**config.mk**
```make
export PLATFORM = sky130hd
export DESIGN_NAME = pio_port_cfg
export DESIGN_NICKNAME = d
export VERILOG_FILES = /design/src/include/pio_pkg.sv /design/src/rtl/pio_port_cfg.sv /design/src/rtl/pio_cell.sv
export SDC_FILE = /design/constraint.sdc
export NUM_CORES = 1
export LEC_CHECK = 0
export BUFFER_PORTS_ARGS = -buffer_cell sky130_fd_sc_hd__buf_2
export CORE_ASPECT_RATIO = 1.1
export CORE_MARGIN = 1.5
export CORE_UTILIZATION = 54
export CTS_BUF_LIST = sky130_fd_sc_hd__clkbuf_4
export CTS_CLUSTER_DIAMETER = 40
export DETAILED_ROUTE_END_ITERATION = 8
export PLACE_DENSITY = 0.94
export SLEW_MARGIN = 5
export SYNTH_ARGS = -nofsm -noshare
export SYNTH_HDL_FRONTEND = slang
export SYNTH_SLANG_ARGS = --single-unit
```
**constraint.sdc**
```tcl
create_clock -name ref_clk -period 2.1 [get_ports ref_clk]
set_input_delay 0.21 -clock ref_clk [delete_from_list [all_inputs] [get_ports ref_clk]]
set_output_delay 0.21 -clock ref_clk [all_outputs]
set_load 0.01 [all_outputs]
```
**src/include/pio_pkg.sv**
```systemverilog
// Port I/O cell configuration package: widths, reset values, carriers.
// Assumes a single 20 MHz clock and a synchronous active-high reset.
package pio_pkg;

   // ********************************
   // Sizes
   // ********************************
   localparam int unsigned NUM_PORTS = 3;
   localparam int unsigned PORT_W    = 8;
   localparam int unsigned PIN_W     = NUM_PORTS * PORT_W;

   // ********************************
   // Reset values
   // ********************************
   localparam logic [7:0] RST_MODE_SEL  = 8'hff; // Digital after reset
   localparam logic [7:0] RST_DRIVE_SEL = 8'h00; // Open-drain after reset
   localparam logic [7:0] RST_OUT_VAL   = 8'hff; // Latch high: pad released
   localparam logic       RST_PU_DIS    = 1'b0;

   // Pins withheld from users: port 1 bits 0..4 (radio link, bit 3 absent)
   localparam logic [PIN_W-1:0] PIN_AVAIL_MASK = 24'hffe0ff;
   // Debug data pin position: port 2 bit 7
   localparam int unsigned DBG_PIN_IDX = 23;

   // ********************************
   // Carriers
   // ********************************
   typedef struct packed {
      logic [PIN_W-1:0] mode_sel;   // 1 digital, 0 analog
      logic [PIN_W-1:0] drive_sel;  // 1 push-pull, 0 open-drain
      logic [PIN_W-1:0] out_val;    // Output logic value
      logic             pu_dis;     // Global pull-up disable
   } pio_cfg_t;

   typedef struct packed {
      logic [PIN_W-1:0] out;
      logic [PIN_W-1:0] oe;
      logic [PIN_W-1:0] pull_en;    // Weak pull-up on
      logic [PIN_W-1:0] rx_en;
   } pio_pad_t;

endpackage : pio_pkg

```
**src/rtl/pio_port_cfg.sv**
```systemverilog
// Three byte-wide ports of pin cells with registered configuration.
// Assumes pad inputs are synchronous to ref_clk; no software bus here.
module pio_port_cfg #(
   parameter int unsigned PORTS = pio_pkg::NUM_PORTS,
   parameter int unsigned WIDTH = pio_pkg::PORT_W
) (
   input  wire logic                 ref_clk,
   input  wire logic                 rst,
   input  wire pio_pkg::pio_cfg_t    cfg,
   input  wire logic                 cfg_we,
   input  wire logic [23:0]          pad_in,
   input  wire logic                 dbg_active,
   input  wire logic                 dbg_out,
   input  wire logic                 dbg_oe,
   output pio_pkg::pio_pad_t         pad_ff,
   output logic [23:0]               rd_data_ff,
   output logic                      dbg_in_ff
);

   // ********************************
   // Configuration registers
   // ********************************
   pio_pkg::pio_cfg_t cfg_ff;
   pio_pkg::pio_cfg_t nxt_cfg;
   pio_pkg::pio_cfg_t cfg_eff;
   pio_pkg::pio_pad_t nxt_pad;
   logic [23:0]       nxt_rd;
   logic [23:0]       c_out, c_oe, c_pu, c_rx, c_rd;

   // Reset value of one field replicated over all ports
   function automatic logic [23:0] rep(input logic [7:0] v);
      rep = {v, v, v};
   endfunction : rep

   // Next configuration: load on write, defaults after reset
   always_comb begin
      nxt_cfg = cfg_ff;
      if (rst) begin
         nxt_cfg.mode_sel  = rep(pio_pkg::RST_MODE_SEL);
         nxt_cfg.drive_sel = rep(pio_pkg::RST_DRIVE_SEL);
         nxt_cfg.out_val   = rep(pio_pkg::RST_OUT_VAL);
         nxt_cfg.pu_dis    = pio_pkg::RST_PU_DIS;
      end else if (cfg_we) begin
         nxt_cfg = cfg;
      end
   end

   always_ff @(posedge ref_clk) begin
      cfg_ff <= nxt_cfg;
   end

   // Withheld pins forced analog; debug pin taken over while active
   always_comb begin
      cfg_eff = cfg_ff;
      cfg_eff.mode_sel = cfg_ff.mode_sel & pio_pkg::PIN_AVAIL_MASK;
      if (dbg_active) begin
         cfg_eff.mode_sel[pio_pkg::DBG_PIN_IDX]  = 1'b1;
         cfg_eff.drive_sel[pio_pkg::DBG_PIN_IDX] = 1'b1;
         cfg_eff.out_val[pio_pkg::DBG_PIN_IDX]   = dbg_out;
      end
   end

   // ********************************
   // Pin cells
   // ********************************
   for (genvar i = 0; i < PORTS * WIDTH; i++) begin : g_cell
      pio_cell u_cell (
         .mode_dig  (cfg_eff.mode_sel[i]),
         .push_pull (cfg_eff.drive_sel[i]),
         .out_val   (cfg_eff.out_val[i]),
         .pu_dis    (cfg_eff.pu_dis),
         .pad_in    (pad_in[i]),
         .pad_out   (c_out[i]),
         .pad_oe    (c_oe[i]),
         .pull_en   (c_pu[i]),
         .rx_en     (c_rx[i]),
         .rd_val    (c_rd[i])
      );
   end

   // Debug drive enable overrides the cell enable on the shared pin
   always_comb begin
      nxt_pad.out     = c_out;
      nxt_pad.oe      = c_oe;
      nxt_pad.pull_en = c_pu;
      nxt_pad.rx_en   = c_rx;
      if (dbg_active) begin
         nxt_pad.oe[pio_pkg::DBG_PIN_IDX]     = dbg_oe;
         nxt_pad.pull_en[pio_pkg::DBG_PIN_IDX] =
            ~cfg_ff.pu_dis & ~(dbg_oe & ~dbg_out);
      end
      nxt_rd = c_rd;
   end

   // ********************************
   // Output registers
   // ********************************
   always_ff @(posedge ref_clk) begin
      if (rst) begin
         pad_ff.out    <= rep(pio_pkg::RST_OUT_VAL);
         pad_ff.oe     <= '0;
         pad_ff.pull_en <= rep(8'hff) & pio_pkg::PIN_AVAIL_MASK;
         pad_ff.rx_en  <= pio_pkg::PIN_AVAIL_MASK;
         rd_data_ff    <= '0;
         dbg_in_ff     <= 1'b0;
      end else begin
         pad_ff        <= nxt_pad;
         rd_data_ff    <= nxt_rd;
         dbg_in_ff     <= pad_in[pio_pkg::DBG_PIN_IDX];
      end
   end

   // ********************************
   // Checks
   // ********************************
   // Reset leaves every pin released
   reset_state_a: assert property (@(posedge ref_clk)
         rst
         |=> (pad_ff.oe == '0))
      else $error("drive enabled after reset");

   // Reset turns pull-ups and receivers on for offered pins
   reset_pull_a: assert property (@(posedge ref_clk)
         rst
         |=> pad_ff.pull_en == pio_pkg::PIN_AVAIL_MASK
             && pad_ff.rx_en == pio_pkg::PIN_AVAIL_MASK)
      else $error("pull-up or receiver wrong after reset");

   // Analog pin drops pull-up and receiver
   analog_quiet_a: assert property (@(posedge ref_clk)
         disable iff (rst)
         !cfg_eff.mode_sel[0]
         |=> !pad_ff.pull_en[0] && !pad_ff.rx_en[0])
      else $error("analog pin pull-up or receiver on");

   // Analog pin reads zero
   analog_read_a: assert property (@(posedge ref_clk)
         disable iff (rst)
         !cfg_eff.mode_sel[5]
         |=> !rd_data_ff[5])
      else $error("analog pin read nonzero");

   // Push-pull pin drives the output value
   push_pull_a: assert property (@(posedge ref_clk)
         disable iff (rst)
         cfg_eff.mode_sel[1] && cfg_eff.drive_sel[1]
         |=> pad_ff.oe[1] && pad_ff.out[1] == $past(cfg_eff.out_val[1]))
      else $error("push-pull not driving");

   // Open-drain pin drives only a low value
   open_drain_a: assert property (@(posedge ref_clk)
         disable iff (rst)
         cfg_eff.mode_sel[2] && !cfg_eff.drive_sel[2]
         |=> pad_ff.oe[2] == !$past(cfg_eff.out_val[2]))
      else $error("open-drain enable wrong");

   // Released digital pin keeps its pull-up unless pu_dis is set
   hiz_pullup_a: assert property (@(posedge ref_clk)
         disable iff (rst)
         cfg_eff.mode_sel[6] && !cfg_eff.pu_dis && c_oe[6] == 1'b0
         |=> pad_ff.pull_en[6])
      else $error("released pin lacks pull-up");

   // No pull-up while the pin drives low
   low_pullup_a: assert property (@(posedge ref_clk)
         disable iff (rst)
         pad_ff.oe[7] && !pad_ff.out[7]
         |-> !pad_ff.pull_en[7])
      else $error("pull-up on while driving low");

   // Same on every pin, the debug-owned one included
   all_low_a: assert property (@(posedge ref_clk)
         disable iff (rst)
         (pad_ff.oe & ~pad_ff.out & pad_ff.pull_en) == '0)
      else $error("pull-up on while some pin drives low");

   // Global disable clears every pull-up
   global_dis_a: assert property (@(posedge ref_clk)
         disable iff (rst)
         cfg_ff.pu_dis
         |=> pad_ff.pull_en == '0)
      else $error("pull-up on under global disable");

   // Digital pin reads the pad level
   read_pad_a: assert property (@(posedge ref_clk)
         disable iff (rst)
         cfg_eff.mode_sel[3]
         |=> rd_data_ff[3] == $past(pad_in[3]))
      else $error("digital read not pad level");

   // Withheld pins are never driven
   withheld_a: assert property (@(posedge ref_clk)
         disable iff (rst)
         1'b1
         |=> (pad_ff.oe[12:8] == '0))
      else $error("withheld pin driven");

   // Withheld pins keep pull-up and receiver off and read zero
   withheld_quiet_a: assert property (@(posedge ref_clk)
         disable iff (rst)
         1'b1
         |=> pad_ff.pull_en[12:8] == '0 && pad_ff.rx_en[12:8] == '0
             && rd_data_ff[12:8] == '0)
      else $error("withheld pin not quiet");

   // Debug interface owns drive and value of the shared pin
   debug_drive_a: assert property (@(posedge ref_clk)
         disable iff (rst)
         dbg_active
         |=> pad_ff.oe[pio_pkg::DBG_PIN_IDX] == $past(dbg_oe)
             && pad_ff.out[pio_pkg::DBG_PIN_IDX] == $past(dbg_out))
      else $error("debug pin not following debug drive");

   // ********************************
   // Covers
   // ********************************
   // Main scenarios: analog, open-drain low, global disable, debug
   cv_analog: cover property (@(posedge ref_clk) !cfg_ff.mode_sel[0]);
   cv_od_low: cover property (@(posedge ref_clk)
      pad_ff.oe[2] && !cfg_ff.drive_sel[2]);
   cv_pu_dis: cover property (@(posedge ref_clk) cfg_ff.pu_dis);
   cv_dbg:    cover property (@(posedge ref_clk) dbg_active && dbg_oe);
   cv_dbg_rd: cover property (@(posedge ref_clk) dbg_active && !dbg_oe);

endmodule : pio_port_cfg

```
**src/rtl/pio_cell.sv**
```systemverilog
// One port pin cell: combinational pad control and readback.
// Assumes configuration is already registered by the caller.
module pio_cell (
   input  wire logic mode_dig,
   input  wire logic push_pull,
   input  wire logic out_val,
   input  wire logic pu_dis,
   input  wire logic pad_in,
   output logic      pad_out,
   output logic      pad_oe,
   output logic      pull_en,
   output logic      rx_en,
   output logic      rd_val
);

   // ********************************
   // Pad drive and pull-up decision
   // ********************************
   always_comb begin
      pad_out = out_val;
      pad_oe  = mode_dig & (push_pull | ~out_val);
      pull_en = mode_dig & ~pu_dis
                & ~(pad_oe & ~out_val);
      rx_en   = mode_dig;
      rd_val  = mode_dig & pad_in;
   end

endmodule : pio_cell

```
# [Yosys cells after proc, flatten, opt, wreduce, memory -nomap -nowiden]
# Cells that the tools add are included.
[word_totals] elab_cells=176 output_inout_bits=121 regBits=194
[classes] n_bitwise=157 muxes=5
[op_table] operator="1-bit bitwise AND" n=97
[op_table] operator="1-bit inverter" n=41
[op_table] operator="1-bit bitwise OR" n=19
[op_table] operator="1-bit two-way mux" n=5

# [Depth between registers and ports, before layout]
[logic_depth] ltp_word=8 depth_mapped=5 mapped_depth_nobuf=3

# [Hierarchy]
# Synthesis repeated with hierarchy kept, for this count alone.
[unflattened] hier_cells=631 hier_area_um2=6936.7
[by_module_without_submodules] module="pio_port_cfg" area_each_um2=5855.6 instances=1 seq_area_each_um2=3783.6 cells_each=487
[by_module_without_submodules] module="pio_cell" area_each_um2=45.0 instances=24 seq_area_each_um2=0.0 cells_each=6

# [Worst setup path before layout]
# No wires, ideal clock.
[synth_timing] kind="register to register" start="register cfg_ff, in the netlist cfg_eff[0]" end="register pad_ff[37] (netlist name)" arrival_time_ps=844 t_required_ps=1973 stages_incl_launch_ff=4 n_path_buf=2 setup_slack_ps=1129 period_less_slack_ps=971 path_cell_list="dfxtp_1 buf_2 buf_1 o21bai_1"
[synth_via] elab_chain_cells=3
[synth_rtl] element="from (decl)" line="pio_port_cfg.sv:23" source="pio_pkg::pio_cfg_t cfg_ff;"
[synth_rtl] element="from (signal assigned)" line="pio_port_cfg.sv:49" source="cfg_ff <= nxt_cfg;"
[synth_rtl] element="1-bit inverter" line="pio_cell.sv:22" source="pull_en = mode_dig & ~pu_dis"
[synth_rtl] element="1-bit bitwise AND" line="pio_cell.sv:22"
[synth_rtl] element="1-bit bitwise AND" line="pio_cell.sv:23" source="& ~(pad_oe & ~out_val);"
[synth_rtl] element="to (signal assigned)" line="pio_port_cfg.sv:107" source="pad_ff <= nxt_pad;"
[synth_rtl] element="to (decl)" line="pio_port_cfg.sv:15" source="output pio_pkg::pio_pad_t pad_ff,"
# No other way between the ends.
# A chain may end at the register's enable or synchronous reset.

# [Worst setup path after layout]
[layout_timing] start="register cfg_ff[24] (netlist name)" end="register pad_ff[95] (netlist name)"
[layout_via] elab_chain_cells=1
[layout_rtl] element="1-bit two-way mux" line="pio_port_cfg.sv:56" source="if (dbg_active) begin"
# No other way between the ends.

==> results_tabular.tex <==
\begin{tabular}{lr}
\hline
Metric & Value \\
\hline
\multicolumn{2}{l}{\textbf{Outcome}} \\
\quad Run status & complete, no violations \\
\multicolumn{2}{l}{\textbf{Die}} \\
\quad Area of the core & between 9000 and 10000 um2 \\
\quad Top-Level Pins & $\sim$220 \\
\quad Std cell rows & 38 \\
\quad Die X-Extent & 100 um \\
\quad Starting density of the core & 56.0\% \\
\quad DIE AREA & 11000 um2 \\
\quad Chip Height & 110 um \\
\multicolumn{2}{l}{\textbf{GRT}} \\
\quad Gr usage total & 27.4\% \\
\quad Global-route wire length before repair & 22.8 mm \\
\quad Pin count of the biggest net entering global routing & 90 \\
\quad Total congestion overflow & 0 \\
\quad Via count of the first global-routing pass & 4734 \\
\quad Antenna violations before repair & 0 \\
\multicolumn{2}{l}{\textbf{STA}} \\
\quad Unrepaired setup endpoints after global routing & no \\
\quad Setup TNS & 0 ns \\
\quad Maximum clock rate & 731 MHz \\
\quad Period Utilization, post-route & roughly two thirds \\
\quad Period minus WS final & 1.37 ns \\
\quad Number of endpoints failing setup at the final stage & 0 \\
\quad Final Hold Vio Count & 0 \\
\quad Min setup slack post-route & 0.732 ns \\
\quad Final setup skew & 0.0159 ns \\
\quad Final Max Slew Viols & 0 \\
\quad Measured slew at the worst slew-check pin & 0.809 ns \\
\quad Worst rel slew slack & 46.1\% \\
\multicolumn{2}{l}{\textbf{Pwr}} \\
\quad Part of the power in the clock network & 34.6\% \\
\quad Internal Pwr Total & 4.95 mW \\
\quad Combinational Power Share & 12.5\% \\
\quad Leakage Power & 3.58 nW \\
\quad Peak supply drop & $\sim$0.55 mV \\
\quad Net switching share of the total power & 23.6\% \\
\quad Net switching power & about 1.5 mW \\
\quad Power per cell area & 842 nW/um2 \\
\quad Sequential Power Share & 52.9\% \\
\multicolumn{2}{l}{\textbf{Worst hold path}} \\
\quad Hold WC Path Type & primary input to register \\
\quad Hold Crit Start & cfg\_we \\
\quad Number of cells on the worst hold path & 3 \\
\quad Endpoint of the worst hold-timing path & cfg\_eff[38] \\
\multicolumn{2}{l}{\textbf{Run}} \\
\quad Number of maximum-capacitance violations & 0 \\
\multicolumn{2}{l}{\textbf{Final layout}} \\
\quad P\&R area growth vs syn & 37.7\% \\
\quad Fraction of layout instances using a drive strength above 1 & between 30 and 40\% \\
\quad Total non-filler cell area in the finished layout & 7690 um2 \\
\quad Net count reported at finish & 861 \\
\quad Non-filler instance count after layout & 891 \\
\multicolumn{2}{l}{\textbf{Route}} \\
\quad Final ANT Viol Nets & 0 \\
\quad Post-detailed-routing wire length & 15.0 mm \\
\quad Length of the first detailed-routing pass in iterations & 7 \\
\quad Vias/cell & just over 5 \\
\quad Vias post-DR & 4562 \\
\quad Number of DRC markers after the initial detailed-route iteration & around 220 \\
\quad Wire length per cell & 16.8 um \\
\quad DRC errors left & 0 \\
\multicolumn{2}{l}{\textbf{Placement}} \\
\quad Port bufs & between 150 and 200 \\
\quad Area after DPL & 6460 um2 \\
\quad Detail Placement HPWL & 8.40 mm \\
\quad Placement-stage worst setup slack & 0.654 ns \\
\quad Global placer's final weighted congestion & 0.820 \\
\quad Number of placed instances with taps included & between 700 and 800 \\
\multicolumn{2}{l}{\textbf{Logic synthesis}} \\
\quad Share of synthesized registers carrying an async set or reset & 0\% \\
\quad Number of warnings reported in the yosys synthesis log & 0 \\
\quad Portion of synthesized cell area occupied by the leading cell type & slightly below 60\% \\
\quad Main flop type after synthesis & dfxtp\_1 \\
\quad Biggest area consumer among synthesized cells & dfxtp\_1 \\
\quad Largest cells by area after synthesis & dfxtp\_1 59\%, nor2b\_1 7.1\%, a211o\_1 6.9\% \\
\quad Count of mapped cells out of synthesis & roughly 500 \\
\quad Number of synthesized flops with an enable pin & 0 \\
\quad Share of synthesized area occupied by flip-flops and latches & 58.7\% \\
\quad Most frequent cells after synthesis & 164 x dfxtp\_1, 63 x nor2b\_1, 44 x a211o\_1 \\
\quad Dominant cell by count in the synthesized netlist & dfxtp\_1 \\
\quad Mean post-synth cell area & 11.5 um2 \\
\quad Yosys cell types & 27 \\
\quad Register bit count reported by yosys & 164 \\
\quad Post-Synthesis Cell Area & 5590 um2 \\
\multicolumn{2}{l}{\textbf{Clock tree}} \\
\quad Number of buffers added by the clock tree synthesis step & 17 \\
\quad Number of setup buffers added after CTS & 0 \\
\quad Number of levels in the clock H-tree & 4 \\
\quad Clock tree root buffer cell & clkbuf\_4 \\
\quad Count of clock tree sinks & 164 \\
\quad CTS tree & yes \\
\quad Clock tree buffer depth & 2 \\
\quad Clk\_lat worst skew & around 0.54 ns \\
\quad Clock transition at the register clock pins on the worst setup and hold paths after CTS & 0.13 ns \\
\multicolumn{2}{l}{\textbf{Critical path}} \\
\quad Highest cell delay on the worst timing path & 0.55 ns \\
\quad Worst R2R End & pad\_ff[95] \\
\quad Crit Path Max Fanout & 4 \\
\quad Cell at the slowest stage of the critical path & dlygate4sd3\_1 \\
\quad Critical path type & register to register \\
\quad Worst reg-to-reg setup slack & approximately 0.73 ns \\
\quad Reg-to-reg critical path startpoint & cfg\_ff[24] \\
\quad Worst-case reg-to-reg path depth & 3 \\
\quad Type of destination of the critical path & register \\
\quad Data arrival time of the critical path & 1.80 ns \\
\quad Critical path, cell by cell & nor2b\_1, a211o\_1, dlygate4sd3\_1 \\
\quad Startpoint class of the critical path & register \\
\quad CP Data Required Time & 2.53 ns \\
\hline
\end{tabular}
==> worst max-delay path, delay by kind of cell, from the launching register on <==
family	cells	cell delay (ns)
AO/OA/AOI/OAI	1	0.22
buffers and inverters	1	0.55
AND/OR/NAND/NOR	1	0.14
flip-flops	1	0.35
==> through the flow <==
step | power, mW | hold WS [ns] | utilization [%]
detailed placement | 4.13 | 0.420 | 64.7
global placement | 4.10 | 0.409 | 64.7
floorplan | 3.89 | 0.312 | -
global route | 6.72 | 0.133 | 77.0
finish | 6.48 | 0.147 | 77.1
CTS | 6.45 | 0.0967 | 77.0
==> sequential cells by signal, indices dropped and copies added (netlist names) <==
signal / cells
dbg_in_ff: 1
cfg_ff: 3
pad_ff: 81
cfg_eff: 60
rd_data_ff: 19
==> cell usage in the layout, fill, tap and decap left out, types with 3 or more instances in the layout <==
master | netlist | layout
a211o_1 | 44 | 44
bufinv_16 | 0 | 6
buf_4 | 20 | 11
nand2_1 | 19 | 19
nor3b_2 | 11 | 11
clkbuf_4 | 0 | 20
nor2b_1 | 63 | 63
o21bai_1 | 18 | 18
buf_2 | 15 | 186
or2_1 | 39 | 39
dlygate4sd3_1 | 0 | 87
or2_2 | 3 | 3
and3b_1 | 18 | 18
dfxtp_1 | 164 | 164
mux2i_1 | 20 | 20
nor2_1 | 20 | 20
nor3b_1 | 7 | 7
conb_1 | 1 | 20
==> how the worst max path moves through the flow <==
stage	start	endpoint	slack, ns
floorplan	cfg_eff[0]	pad_ff[37]	1.13
global placement	rst	rd_data_ff[5]	0.68
finish	cfg_ff[24]	pad_ff[95]	0.73
global route	cfg_ff[24]	pad_ff[95]	0.72
CTS	cfg_ff[24]	pad_ff[95]	0.76
detailed placement	rst	rd_data_ff[5]	0.65
==> routing by layer <==
layer | part of all wire, % | track usage (%) | vias up
met5 | 0 | 0 | -
met4 | 5.0 | 16.8 | 0
met3 | 6.7 | 7.95 | 68
met2 | 51 | 50.2 | 239
met1 | 37 | 27.4 | 2127
li1 | - | - | 2128
==> timing repair <==
action / in CTS / in global routing
hold endpoints to repair: 86 / 0
gates resized for setup: 0 / 0
hold buffers: 87 / 0
==> power groups by stage <==
stage	combinational [mW]	clock, mW	sequential (mW)
2_1_floorplan	0.378	0	3.51
5_1_grt	0.871	2.40	3.45
3_5_place_dp	0.648	0	3.49
6_report	0.806	2.24	3.43
3_3_place_gp	0.623	0	3.47
4_1_cts	0.778	2.25	3.42
==> final cells by class <==
class | count | area [um2]
antenna | 1 | 2.50
clock buffer | 20 | 150
clock inverter | 11 | 208
fill | 596 | 2290
inverter | 1 | 3.75
multi-input combinational | 289 | 1990
sequential | 164 | 3280
tap | 120 | 150
timing repair buffer | 285 | 1900
==> cell families (layout without fill, tap and decap cells) <==
logic type / count (synthesis) / after routing / share of synthesized area [%]
muxes: 20 / 20 / 3.58
and+or+nand+nor: 183 / 183 / 21.0
DFF: 164 / 164 / 58.7
buffers and inverters: 53 / 317 / 6.87
AOI/OAI and AO/OA: 66 / 66 / 9.78
other: 1 / 21 / 0.0671
No activity file was read; power rests on OpenSTA's default activity.
